File: src/ppaf_cfg.svh
// Purpose: constants for the port pin alternate function override block
// Assumes: one 8-pin port, APB register access
// Notes:   byte addresses of the APB registers
`ifndef PPAF_CFG_SVH
`define PPAF_CFG_SVH
`define PPAF_PINS        8
`define PPAF_OFS_DIR     12'h000
`define PPAF_OFS_OUT     12'h004
`define PPAF_OFS_PIN     12'h008
`define PPAF_OFS_CTRL    12'h00C
`define PPAF_OFS_STATE   12'h010
`define PPAF_CTRL_PUD    0
`define PPAF_CTRL_SLEEP  1
`define PPAF_CTRL_XMEM   2
`define PPAF_RST_BYTE    8'h00
`endif

File: src/ppaf_pkg.sv
// Purpose: shared types for the port pin alternate function override block
// Assumes: nothing beyond the constants header
// Notes:   types only
package ppaf_pkg;
   typedef logic [7:0] ppaf_byte_t;
   typedef enum logic [1:0] {PPAF_IDLE, PPAF_ACCESS} ppaf_apb_state_t;
endpackage

File: src/ppaf_pin.sv
// Purpose: one pin's override resolution
// Assumes: override inputs are synchronous to the clock
// Notes:   combinational; the top registers its results
`timescale 1ns/100ps
module ppaf_pin
   import ppaf_pkg::*;
(
   input  wire logic pin_direction_bit_i,
   input  wire logic pin_output_bit_i,
   input  wire logic global_pullup_disable_i,
   input  wire logic sleep_i,
   input  wire logic pullup_override_enable_i,
   input  wire logic pullup_override_value_i,
   input  wire logic direction_override_enable_i,
   input  wire logic direction_override_value_i,
   input  wire logic pin_value_override_enable_i,
   input  wire logic pin_value_override_value_i,
   input  wire logic input_enable_override_enable_i,
   input  wire logic input_enable_override_value_i,
   output      logic pullup_o,
   output      logic drive_en_o,
   output      logic drive_val_o,
   output      logic input_en_o
);
   wire logic normal_pullup;
   assign normal_pullup = ~pin_direction_bit_i & pin_output_bit_i & ~global_pullup_disable_i;
   assign pullup_o      = pullup_override_enable_i ? pullup_override_value_i : normal_pullup;
   assign drive_en_o    = direction_override_enable_i ? direction_override_value_i
                                                      : pin_direction_bit_i;
   assign drive_val_o   = pin_value_override_enable_i ? pin_value_override_value_i
                                                      : pin_output_bit_i;
   assign input_en_o    = input_enable_override_enable_i ? input_enable_override_value_i
                                                         : ~sleep_i;
endmodule

File: src/ppaf_top.sv
// Purpose: port pin alternate function override for one 8-pin port (port A)
// Assumes: clk_i 50 MHz, reset_i synchronous active high, pins synchronous
// Notes:   registers over APB; external memory mapping of port A built in
//
// Functional notes
// - pull-up override enable selects the override value for pull-up.
// - without override, pull-up on when direction 0, output 1, global disable 0.
// - override value 1 turns pull-up on, 0 off, ignoring register bits.
// - direction override enable selects driver enable from override value, else direction bit.
// - direction override value 1 enables driver, 0 disables it.
// - enabled driver outputs override value if its enable set, else output bit.
// - pin value override forces output level to override value.
// - input enable override enable takes input enable from override value.
// - without override, input enable follows normal versus sleep state.
// - input enable override value 1 enables, 0 disables, regardless of sleep.
// - analog path connects straight to the pad, both directions.
// - port strobes shared per port; clock, sleep, pull-up disable global; overrides per pin.
// - port A pin n carries external memory address/data bit n.
// - external memory enable drives pull-up, direction, value override enables; input override 0.
// - driver enabled during write strobe or address phase, else input.
// - direction 1 is output, 0 input; input with output bit 1 enables pull-up.
//
// The placing of the registers and the APB slave port were decided locally.
`timescale 1ns/100ps
`include "ppaf_cfg.svh"
module ppaf_top
   import ppaf_pkg::*;
(
   input  wire logic        clk_i,
   input  wire logic        reset_i,
   input  wire logic        psel_i,
   input  wire logic        penable_i,
   input  wire logic        pwrite_i,
   input  wire logic [11:0] paddr_i,
   input  wire logic [31:0] pwdata_i,
   output      logic [31:0] prdata_o,
   output      logic        pready_o,
   output      logic        pslverr_o,
   input  wire logic        sleep_i,
   input  wire logic [7:0]  pad_in_i,
   output      logic [7:0]  pad_out_o,
   output      logic [7:0]  pad_oe_o,
   output      logic [7:0]  pullup_en_o,
   output      logic [7:0]  input_en_o,
   input  wire logic [7:0]  pullup_override_enable_i,
   input  wire logic [7:0]  pullup_override_value_i,
   input  wire logic [7:0]  direction_override_enable_i,
   input  wire logic [7:0]  direction_override_value_i,
   input  wire logic [7:0]  pin_value_override_enable_i,
   input  wire logic [7:0]  pin_value_override_value_i,
   input  wire logic [7:0]  input_enable_override_enable_i,
   input  wire logic [7:0]  input_enable_override_value_i,
   output      logic [7:0]  alt_function_digital_in_o,
   input  wire logic        xmem_write_strobe_i,
   input  wire logic        address_phase_active_i,
   input  wire logic [7:0]  xmem_addr_low_i,
   input  wire logic [7:0]  xmem_data_out_i,
   output      logic [7:0]  xmem_data_in_o
);
   ppaf_byte_t dir_reg;
   ppaf_byte_t out_reg;
   ppaf_byte_t pin_sync0_reg;
   ppaf_byte_t pin_sync_reg;
   logic [2:0] ctrl_reg;
   logic [31:0] prdata_reg;
   logic       pready_reg;
   logic       pslverr_reg;
   ppaf_byte_t pad_out_reg;
   ppaf_byte_t pad_oe_reg;
   ppaf_byte_t pullup_reg;
   ppaf_byte_t inen_reg;
   ppaf_byte_t di_reg;
   ppaf_apb_state_t apb_state_reg;
   ppaf_apb_state_t apb_state_next;

   // global signals shared by every pin
   wire logic global_pullup_disable;
   wire logic xmem_en;
   wire logic sleep_any;
   assign global_pullup_disable       = ctrl_reg[`PPAF_CTRL_PUD];
   assign xmem_en   = ctrl_reg[`PPAF_CTRL_XMEM];
   assign sleep_any = sleep_i | ctrl_reg[`PPAF_CTRL_SLEEP];

   // external memory bus request for the pins
   wire logic xmem_drive;
   assign xmem_drive = xmem_write_strobe_i | address_phase_active_i;

   ppaf_byte_t res_pullup;
   ppaf_byte_t res_oe;
   ppaf_byte_t res_val;
   ppaf_byte_t res_inen;

   genvar n;
   generate
      for (n = 0; n < `PPAF_PINS; n++) begin : g_pin
         wire logic pullup_override_enable;
         wire logic pullup_override_value;
         wire logic direction_override_enable;
         wire logic direction_override_value;
         wire logic pin_value_override_enable;
         wire logic pin_value_override_value;
         wire logic ieoe;
         wire logic ieov;
         // external memory enable takes all three output overrides
         assign pullup_override_enable = xmem_en | pullup_override_enable_i[n];
         assign pullup_override_value = xmem_en ? (~xmem_drive & out_reg[n] & ~global_pullup_disable) : pullup_override_value_i[n];
         assign direction_override_enable = xmem_en | direction_override_enable_i[n];
         assign direction_override_value = xmem_en ? xmem_drive : direction_override_value_i[n];
         assign pin_value_override_enable = xmem_en | pin_value_override_enable_i[n];
         assign pin_value_override_value = xmem_en ? ((xmem_addr_low_i[n] & address_phase_active_i) |
                                  (xmem_data_out_i[n] & xmem_write_strobe_i))
                               : pin_value_override_value_i[n];
         assign ieoe = xmem_en ? 1'b0 : input_enable_override_enable_i[n];
         assign ieov = xmem_en ? 1'b0 : input_enable_override_value_i[n];
         ppaf_pin u_pin (
            .pin_direction_bit_i            (dir_reg[n]),
            .pin_output_bit_i               (out_reg[n]),
            .global_pullup_disable_i        (global_pullup_disable),
            .sleep_i                        (sleep_any),
            .pullup_override_enable_i       (pullup_override_enable),
            .pullup_override_value_i        (pullup_override_value),
            .direction_override_enable_i    (direction_override_enable),
            .direction_override_value_i     (direction_override_value),
            .pin_value_override_enable_i    (pin_value_override_enable),
            .pin_value_override_value_i     (pin_value_override_value),
            .input_enable_override_enable_i (ieoe),
            .input_enable_override_value_i  (ieov),
            .pullup_o                       (res_pullup[n]),
            .drive_en_o                     (res_oe[n]),
            .drive_val_o                    (res_val[n]),
            .input_en_o                     (res_inen[n])
         );
      end
   endgenerate

   // a disabled input is clamped low before reaching anyone
   ppaf_byte_t gated_in;
   assign gated_in = pad_in_i & inen_reg;

   // APB decode
   wire logic setup_phase;
   wire logic access_phase;
   wire logic wr_en;
   wire logic hit_dir;
   wire logic hit_out;
   wire logic hit_pin;
   wire logic hit_ctrl;
   wire logic hit_state;
   wire logic hit_any;
   assign setup_phase  = psel_i & ~penable_i;
   assign access_phase = psel_i & penable_i & (apb_state_reg == PPAF_ACCESS);
   assign hit_dir      = paddr_i == `PPAF_OFS_DIR;
   assign hit_out      = paddr_i == `PPAF_OFS_OUT;
   assign hit_pin      = paddr_i == `PPAF_OFS_PIN;
   assign hit_ctrl     = paddr_i == `PPAF_OFS_CTRL;
   assign hit_state    = paddr_i == `PPAF_OFS_STATE;
   assign hit_any      = hit_dir | hit_out | hit_pin | hit_ctrl | hit_state;
   assign wr_en        = access_phase & pwrite_i & hit_any;

   logic [31:0] rd_mux;
   always_comb begin
      rd_mux = 32'h00000000;
      if (hit_dir)   rd_mux = {24'h000000, dir_reg};
      if (hit_out)   rd_mux = {24'h000000, out_reg};
      if (hit_pin)   rd_mux = {24'h000000, pin_sync_reg};
      if (hit_ctrl)  rd_mux = {29'h00000000, ctrl_reg};
      if (hit_state) rd_mux = {pad_oe_reg, pad_out_reg, pullup_reg, inen_reg};
   end

   always_comb begin
      case (apb_state_reg)
         PPAF_IDLE:   apb_state_next = setup_phase ? PPAF_ACCESS : PPAF_IDLE;
         PPAF_ACCESS: apb_state_next = setup_phase ? PPAF_ACCESS : PPAF_IDLE;
         default:     apb_state_next = PPAF_IDLE;
      endcase
   end

   always_ff @(posedge clk_i) begin
      if (reset_i) begin
         apb_state_reg <= PPAF_IDLE;
         pready_reg    <= 1'b0;
         pslverr_reg   <= 1'b0;
         prdata_reg    <= 32'h00000000;
      end else begin
         apb_state_reg <= apb_state_next;
         pready_reg    <= setup_phase;
         pslverr_reg   <= setup_phase & ~hit_any;
         prdata_reg    <= (setup_phase & ~pwrite_i) ? rd_mux : 32'h00000000;
      end
   end

   // port-wide write strobes for direction, output and control
   always_ff @(posedge clk_i) begin
      if (reset_i) begin
         dir_reg  <= `PPAF_RST_BYTE;
         out_reg  <= `PPAF_RST_BYTE;
         ctrl_reg <= 3'h0;
      end else if (wr_en) begin
         if (hit_dir)  dir_reg  <= pwdata_i[7:0];
         if (hit_out)  out_reg  <= pwdata_i[7:0];
         if (hit_ctrl) ctrl_reg <= pwdata_i[2:0];
      end
   end

   // pin-read synchroniser, port-wide
   always_ff @(posedge clk_i) begin
      if (reset_i) begin
         pin_sync0_reg <= 8'h00;
         pin_sync_reg  <= 8'h00;
      end else begin
         pin_sync0_reg <= gated_in;
         pin_sync_reg  <= pin_sync0_reg;
      end
   end

   // registered pad controls; reset leaves pins tri-stated
   always_ff @(posedge clk_i) begin
      if (reset_i) begin
         pad_out_reg <= 8'h00;
         pad_oe_reg  <= 8'h00;
         pullup_reg  <= 8'h00;
         inen_reg    <= 8'h00;
         di_reg      <= 8'h00;
      end else begin
         pad_out_reg <= res_val & res_oe;
         pad_oe_reg  <= res_oe;
         pullup_reg  <= res_pullup;
         inen_reg    <= res_inen;
         di_reg      <= gated_in;
      end
   end

   // analog path is outside this digital block: pad wires go straight to the pad
   assign pad_out_o                 = pad_out_reg;
   assign pad_oe_o                  = pad_oe_reg;
   assign pullup_en_o               = pullup_reg;
   assign input_en_o                = inen_reg;
   assign alt_function_digital_in_o = di_reg;
   assign xmem_data_in_o            = di_reg;
   assign prdata_o                  = prdata_reg;
   assign pready_o                  = pready_reg;
   assign pslverr_o                 = pslverr_reg;
endmodule

File: config.mk
export PLATFORM = sky130hd
export DESIGN_NAME = ppaf_top
export DESIGN_NICKNAME = d
export VERILOG_FILES = /design/src/ppaf_pkg.sv /design/src/ppaf_pin.sv /design/src/ppaf_top.sv
export VERILOG_INCLUDE_DIRS = /design/src
export SDC_FILE = /design/constraint.sdc
export NUM_CORES = 1
export LEC_CHECK = 0
export BUFFER_PORTS_ARGS = -buffer_cell sky130_fd_sc_hd__buf_2
export CORE_ASPECT_RATIO = 0.8
export CORE_MARGIN = 3
export CORE_UTILIZATION = 35
export DETAILED_ROUTE_END_ITERATION = 10
export GPL_TIMING_DRIVEN = 0
export PLACE_DENSITY = 0.71
export SLEW_MARGIN = 0
export SYNTH_ARGS = -nofsm -noshare
export SYNTH_HDL_FRONTEND = slang
export SYNTH_SLANG_ARGS = --single-unit
File: constraint.sdc
create_clock -name clk_i -period 1.9 [get_ports clk_i]
set_input_delay 0.19 -clock clk_i [delete_from_list [all_inputs] [get_ports clk_i]]
set_output_delay 0.19 -clock clk_i [all_outputs]
set_load 0.05 [all_outputs]
# After elaboration in Yosys (flattened, before gate mapping)
# Index checks and enable logic that the tools add are counted.
[word_totals]
inputBits = 140
wordCells = 215
reg_bits = 103
output_inout_bits = 82
[classes]
reduce_logical = 8
bitwise = 111
n_eq_ne = 5
mux = 78
[op_table]
columns = ["operator", "count"]
rows = [
  ["32-bit 2-to-1 mux", 4],
  ["1-bit 2-to-1 mux", 73],
  ["1-bit bitwise AND", 55],
  ["1-bit bitwise OR", 38],
  ["12-bit by 4-bit equality test with 1-bit output (second input constant)", 2],
  ["8-bit bitwise AND", 2],
  ["1-bit NOT", 16],
  ["12-bit by 3-bit equality test with 1-bit output (second input constant)", 1],
  ["12-bit by 5-bit equality test with 1-bit output (second input constant)", 1],
  ["12-bit zero test", 1],
  ["8-bit 2-to-1 mux", 1],
  ["2-bit AND reduction", 3],
  ["2-bit OR reduction", 3],
  ["2-bit by 1-bit equality test with 1-bit output (second input constant)", 1],
  ["2-bit zero test", 1],
]

# Longest topological paths before layout
# Gate-level depths: netlist of the first run.
[depth]
word_depth = 7
mapped_depth = 7
mapped_depth_nobuf = 4

# Cells and area by module
# A second synthesis of the first run with hierarchy kept.
[hier_totals]
hier_cells = 509
area_unflattened_um2 = 4406.7
[modules_own_cells]
columns = ["mod", "cells_each", "n_inst", "area_each_um2"]
rows = [
  ["ppaf_top", 445, 1, 3986.3],
  ["ppaf_pin", 8, 8, 52.6],
]

# Least setup slack after synthesis of the first run
# Ideal clock, no wire load.
[synth_timing]
path_kind = "input -> register"
from = "input port paddr_i[11]"
to = "register prdata_reg[1] (netlist: prdata_o[1])"
t_arrival_ns = 1.815
n_path_buf = 1
stages = 5
required_ns = 1.778
path_slack_ns = -0.037
path_cell_list = "or4_4 buf_6 or4b_4 o211a_1 a221o_1"
[synth_via]
elab_chain_cells = 6
[synth_rtl]
columns = ["element", "line", "rtl"]
rows = [
  ["start, declared", "ppaf_top.sv:34", "input wire logic [11:0] paddr_i,"],
  ["12-bit zero test (no source line)", "n/a", ""],
  ["8-bit 2-to-1 mux", "ppaf_top.sv:163", "if (hit_dir) rd_mux = {24'h000000, dir_reg};"],
  ["32-bit 2-to-1 mux", "ppaf_top.sv:164", "if (hit_out) rd_mux = {24'h000000, out_reg};"],
  ["32-bit 2-to-1 mux", "ppaf_top.sv:165", "if (hit_pin) rd_mux = {24'h000000, pin_sync_reg};"],
  ["32-bit 2-to-1 mux", "ppaf_top.sv:166", "if (hit_ctrl) rd_mux = {29'h00000000, ctrl_reg};"],
  ["32-bit 2-to-1 mux *", "ppaf_top.sv:167", "if (hit_state) rd_mux = {pad_oe_reg, pad_out_reg, pullup_reg, inen_reg};"],
  ["end signal, assigned", "ppaf_top.sv:188", "prdata_reg <= (setup_phase & ~pwrite_i) ? rd_mux : 32'h00000000;"],
  ["end, declared", "ppaf_top.sv:65", "logic [31:0] prdata_reg;"],
]
# Mark *: on every way between the ends. The rest lies on a longest branch, timed or not.
# A chain may end at the register's enable or synchronous reset.

# Worst setup path in the final report of the first run
[layout_timing]
from = "input port paddr_i[5]"
to = "register ctrl_reg[2]"
[layout_via]
elab_chain_cells = 7
[layout_rtl]
columns = ["element", "line", "rtl"]
rows = [
  ["12-bit by 3-bit equality test with 1-bit output (no source line) or 12-bit zero test (tied branches)", "n/a", ""],
  ["1-bit bitwise OR (4 in series)", "ppaf_top.sv:157", "assign hit_any = hit_dir | hit_out | hit_pin | hit_ctrl | hit_state;"],
  ["1-bit bitwise AND", "ppaf_top.sv:158", "assign wr_en = access_phase & pwrite_i & hit_any;"],
  ["2-bit AND reduction (no source line) *", "n/a", ""],
  ["end signal, assigned", "ppaf_top.sv:201", "if (hit_ctrl) ctrl_reg <= pwdata_i[2:0];"],
  ["end, declared", "ppaf_top.sv:64", "logic [2:0] ctrl_reg;"],
]
# Marks and branches as above.

==> impl_results.md, run 1 <==
* Worst setup EP type: flip-flop
* Total CTS buffers at 9
* RePlAce Congestion at 0.868
* P_leak at 2.73 nW
* Worst slew margin at 48.9%
* Die height at 102 um
* Largest cells by area after synthesis: dfxtp_1 50%, mux2i_1 3.9%, and2_1 3.7%
* Initial antenna violation count at 0
* Measured slew at the worst slew-check pin at 0.759 ns
* # DRC at 0
* Setup CP Type: in -> reg
* Skew-Pair Late Insertion Delay at 0.34 ns
* Wire length per cell at 16.9 um
* EDFF count, synth at 0
* Vias in the first global route at 3882
* Clock root cell: clkbuf_16
* Clock skew at 0.00991 ns
* Total gr overflow at 0
* Clk pin slew, worst setup/hold paths at 0.07 ns
* Clock Path Buffers at 2
* Core area at 11100 sq um
* Clock tree sinks at 101
* Crit Reg-Reg Startpoint: pready_o
* Peak supply drop at 0.421 mV
* Highest routed layer: met4
* Ys flop type: dfxtp_1
* Yosys top cell area share at 49.8%
* Total track usage at 20.3%
* Die Span X at 126 um
* Mapped Avg Cell Area at 9.28 sq um
* Warnings from Yosys at 0
* FMAX at 0.561 GHz
* Syn-to-layout area delta at 37.2%
* Status: finished clean
* Vias/cell at 4.99
* MaxCap Viol Count at 0
* Port bufs at 193
* Synth cell types at 48
* Required @ worst endpoint at 2.11 ns
* Synth area leader: dfxtp_1
* Count leader, synth: dfxtp_1
* Seq/Total Area, Yosys at 49.8%
* Row cnt at 34
* Synthesized area at 4060 sq um
* Drt total wl at 13.4 mm
* Worst slack, placed at -0.424 ns
* Syn_nets at 577
* Critical path fanouts, max at 10
* Pwr dens at 818 nW/um^2
* Final Cycle Share at 93.7%
* Metal-1 WL at 5.78 mm
* Synth async-reset ratio at 0%
* Critical path data arrival time at 1.99 ns
* ANT nets after route at 0
* RSZ-0062 raised after global routing: false
* Hold/Removal Path Class: in -> reg
* CTS tree: built
* Layout cells sized above 1 at 37.7%
* Max FFs per register at 32
* Routed wl met2 at 6.31 mm
* Pre-antenna DRT Iters at 4
* Final Max Slew Viols at 0
* Cells after Synth at 437
* Drt initial violations at 272
* I/O Pins at 222
* Critical Path Start: paddr_i[5]
* First-pass GRT wire length at 20.2 mm
* Final Hold Viols at 0
* Final setup viols at 0
* Synthesis-stage register bit count at 101
* Initial Util at 36.5%
* Hold buffer count at CTS at 0
* Final nets at 785
* Hold WS at 0.0465 ns
* H-tree levels at 3
* Vias at 3970
* Final worst path period need at 1.78 ns
* Min-Delay Startpoint: penable_i
* Power, Total at 4.55 mW
* Final worst slack at 0.119 ns
* Critical path startpoint category: input pin
* HPWL Detailed at 10.6 mm
* Largest net degree at the start of global routing at 17
* Die area at 12900 sq um
* Met3 wire length at 1.11 mm
* Post-synth top cells: 101 x dfxtp_1, 38 x nor2_1, 25 x clkbuf_1
## final timing paths
kind / end / slack, ns / depth (start not counted)
setup reg to reg: ctrl_reg[2] / 0.18 / 6
hold / removal: pready_o / 0.05 / 2
hold reg to reg: prdata_o[9] / 0.46 / 1
setup / recovery: ctrl_reg[2] / 0.12 / 8
## layout by cell type, fill, tap and decap left out, types with 10 or more instances in the layout
master / n
nor2_1: 38
and2_1: 24
a21oi_1: 23
nor2b_1: 23
o21ai_1: 16
o21ai_0: 18
nand2_1: 23
dfxtp_1: 100
mux2i_1: 16
clkbuf_1: 23
nand2b_1: 15
a22oi_1: 10
nand3_1: 17
buf_4: 13
buf_2: 195
## metrics by stage
step	utilization, %	cells	TNS [ns]	instance area, sq um
floorplan	-	437	-0.0227	4070
global placement	47.0	774	-12.07	5210
detailed placement	47.0	774	-12.96	5210
CTS	49.8	790	0	5520
global route	50.1	794	0	5560
finish	50.1	795	0	5560
## where the power goes
part	leakage, nW	total [mW]	internal, mW	switching (mW)
Combinational	1.77	0.508	0.188	0.320
Sequential	0.820	2.18	2.16	0.0251
Clock	0.142	1.86	1.06	0.802
## per-layer routing
layer / vias up / global-route usage, %
met3: 11 / 6.11
met4: 0 / 5.85
met2: 165 / 33.2
li1: 1925 / -
met5: - / 0
met1: 1869 / 26.3
## critical path: stages
cell and delay (ns):
buf_2 0.09, or3_1 0.39, clkbuf_1 0.22, or4_4 0.57, buf_6 0.16, buf_6 0.14
o21ai_1 0.14, a21oi_1 0.08
## cells by family (layout without fill, tap and decap cells)
logic type             count (synthesis)  in the layout  synth area share (%)
other                                  0              1                     0
DFF                                  101            101                  49.8
and+or+nand+nor                      177            177                  24.1
AOI/OAI and AO/OA                     92             92                  14.6
muxes                                 23             23                  6.17
buffers and inverters                 44            257                  5.31
## cell type report
class / count / area [sq um]
diodes: 1 / 2.50
plain buffers: 39 / 209
clock buffers: 11 / 243
clock inverters: 5 / 58.8
fillers: 1089 / 5540
inverters: 5 / 18.8
multi-input cells: 292 / 1830
flip-flops and latches: 101 / 2020
well taps: 144 / 180
repair buffers: 197 / 996
## what timing repair did
item | 4_1_cts | 5_1_grt
gates resized for setup | 3 | 5
pin swaps | 0 | 1
buffers inserted | 0 | 4
endpoints found under the setup margin | 15 | 41
endpoints found under the hold margin | 0 | 0
No activity file was read; power rests on OpenSTA's default activity.
==> run 2, diff against run 1 <==
CORE_MARGIN = 5   (was 3)
SLEW_MARGIN = 20   (was 0)
==> impl_results.md, run 2 (synthesis gave the netlist of run 1 again) <==
* Status: finished clean
* MaxCap Viol Count at 0
* Die Span X at 130 um
* RePlAce Congestion at 0.872
* Peak supply drop at 0.360 mV
* Final worst slack at 0.130 ns
* Largest net degree at the start of global routing at 19
* Final setup viols at 0
* Skew-Pair Late Insertion Delay at 0.35 ns
* Final-layout fill cell count at 1102
* Clock skew at 0.00681 ns
* Final worst path period need at 1.77 ns
* WHS Path Cells at 3
* Layout cells sized above 1 at 38.1%
* Core area at 11400 sq um
* Total gr overflow at 0
* Power, Total at 4.46 mW
* Total CTS buffers at 9
* Commonest non-fill, non-tap cell in the layout: buf_2
* Worst slew margin at 52.3%
* Vias in the first global route at 3905
* Critical path fanouts, max at 10
* First-pass GRT wire length at 20.9 mm
* Placed cell count at 778
* ANT nets after route at 0
* RSZ-0062 raised after global routing: false
* Worst slack, placed at -0.418 ns
* Worst reg-to-reg path cell count at 5
* Total track usage at 19.5%
* I/O Pins at 222
* Wire length per cell at 17.3 um
* Die height at 106 um
* Final Hold Viols at 0
* Required @ worst endpoint at 2.14 ns
* Crit Reg-Reg Startpoint: ctrl_reg[2]
* Syn-to-layout area delta at 36.8%
* Die area at 13900 sq um
* FMAX at 0.565 GHz
* Drt total wl at 13.8 mm
* Clock Path Buffers at 2
* Critical Path Start: ctrl_reg[2]
* CTS tree: built
* Final nets at 784
* Post-Layout Inst Area at 5550 sq um
* Measured slew at the worst slew-check pin at 0.709 ns
* Clk pin slew, worst setup/hold paths at 0.07 ns
* Clock root cell: clkbuf_16
* H-tree levels at 3
* Pre-antenna DRT Iters at 5
* Worst setup EP type: flip-flop
* Placement Cell Area at 5220 sq um
* # DRC at 0
* Layout Cells excl Fill at 797
* Row cnt at 35
* Vias at 3985
* Max FFs per register at 32
* Clock tree sinks at 101
* Critical path data arrival time at 2.01 ns
* Critical Path Sink: pad_out_o[7]
* P_leak at 2.73 nW
* Commonest non-fill, non-tap cells in the layout: 194 x buf_2, 100 x dfxtp_1, 38 x nor2_1
* Critical path startpoint category: flip-flop
* Drt initial violations at 264
* Initial antenna violation count at 0
* Post-layout util at 48.5%
* Final Cycle Share at 93.2%
* Vias/cell at 5.00
* Pwr dens at 803 nW/um^2
* Initial Util at 35.5%
* Worst r2r dst: pad_out_o[7]
* Hold/Removal Path Class: in -> reg
* N_diodes at 0
* Setup CP Type: reg -> reg
* HPWL Detailed at 10.9 mm
* Reg2Reg Setup Slack at 0.13 ns
* Port bufs at 193
* Final Max Slew Viols at 0
-- run 2: timing repair --
action                                  4_1_cts  5_1_grt
pin swaps                                     0        1
buffers inserted                              0        3
hold endpoints to repair                      0        0
hold buffers                                  0        0
endpoints found under the setup margin       24       44
resized for setup                             4        7
-- run 2: worst min path at each step --
stage | from | endpoint | slack [ns]
floorplan | penable_i | pready_o | 0.27
global placement | penable_i | pready_o | 0.40
detailed placement | pad_in_i[2] | alt_function_digital_in_o[2] | 0.41
CTS | pad_in_i[2] | alt_function_digital_in_o[2] | 0.05
global route | penable_i | pready_o | 0.06
finish | pad_in_i[2] | alt_function_digital_in_o[2] | 0.05
-- run 2: critical path, stage by stage (launching register included) --
cell,delay [ns]
dfxtp_1,0.31
clkbuf_1,0.39
clkbuf_1,0.49
o21ai_0,0.17
nor2b_1,0.17
o211a_1,0.14
-- run 2: cell type report --
type                       instances  area (sq um)  share of cell area [%]
clock buffer                       9           225                    4.06
multi-input combinational        292          1840                    33.1
tap                              148           185                    3.34
sequential                       101          2020                    36.5
clock inverter                     7          58.8                    1.06
inverter                           5          18.8                   0.338
buffer                            39           213                    3.83
timing repair buffer             196           988                    17.8
-- run 2: through the flow --
step | setup TNS, ns | hold WS [ns]
final | 0 | 0.0545
after CTS | 0 | 0.0494
after detailed placement | -13.49 | 0.413
after global placement | -11.08 | 0.404
after global routing | 0 | 0.0618
after floorplan | -0.0227 | 0.267
-- run 2: power by group --
group	leakage [nW]	internal [mW]	switching (mW)	total [mW]
logic	1.77	0.188	0.325	0.513
clock network	0.138	0.910	0.853	1.76
registers	0.820	2.15	0.0261	2.18
total	2.73	3.25	1.20	4.46
-- run 2: layer usage --
metal / vias up / part of all wire [%] / global-route usage [%]
li1: 1927 / - / -
met1: 1866 / 43 / 25.9
met2: 176 / 46 / 31.3
met3: 16 / 8.9 / 4.67
met4: 0 / 1.6 / 5.95
met5: - / 0 / 0
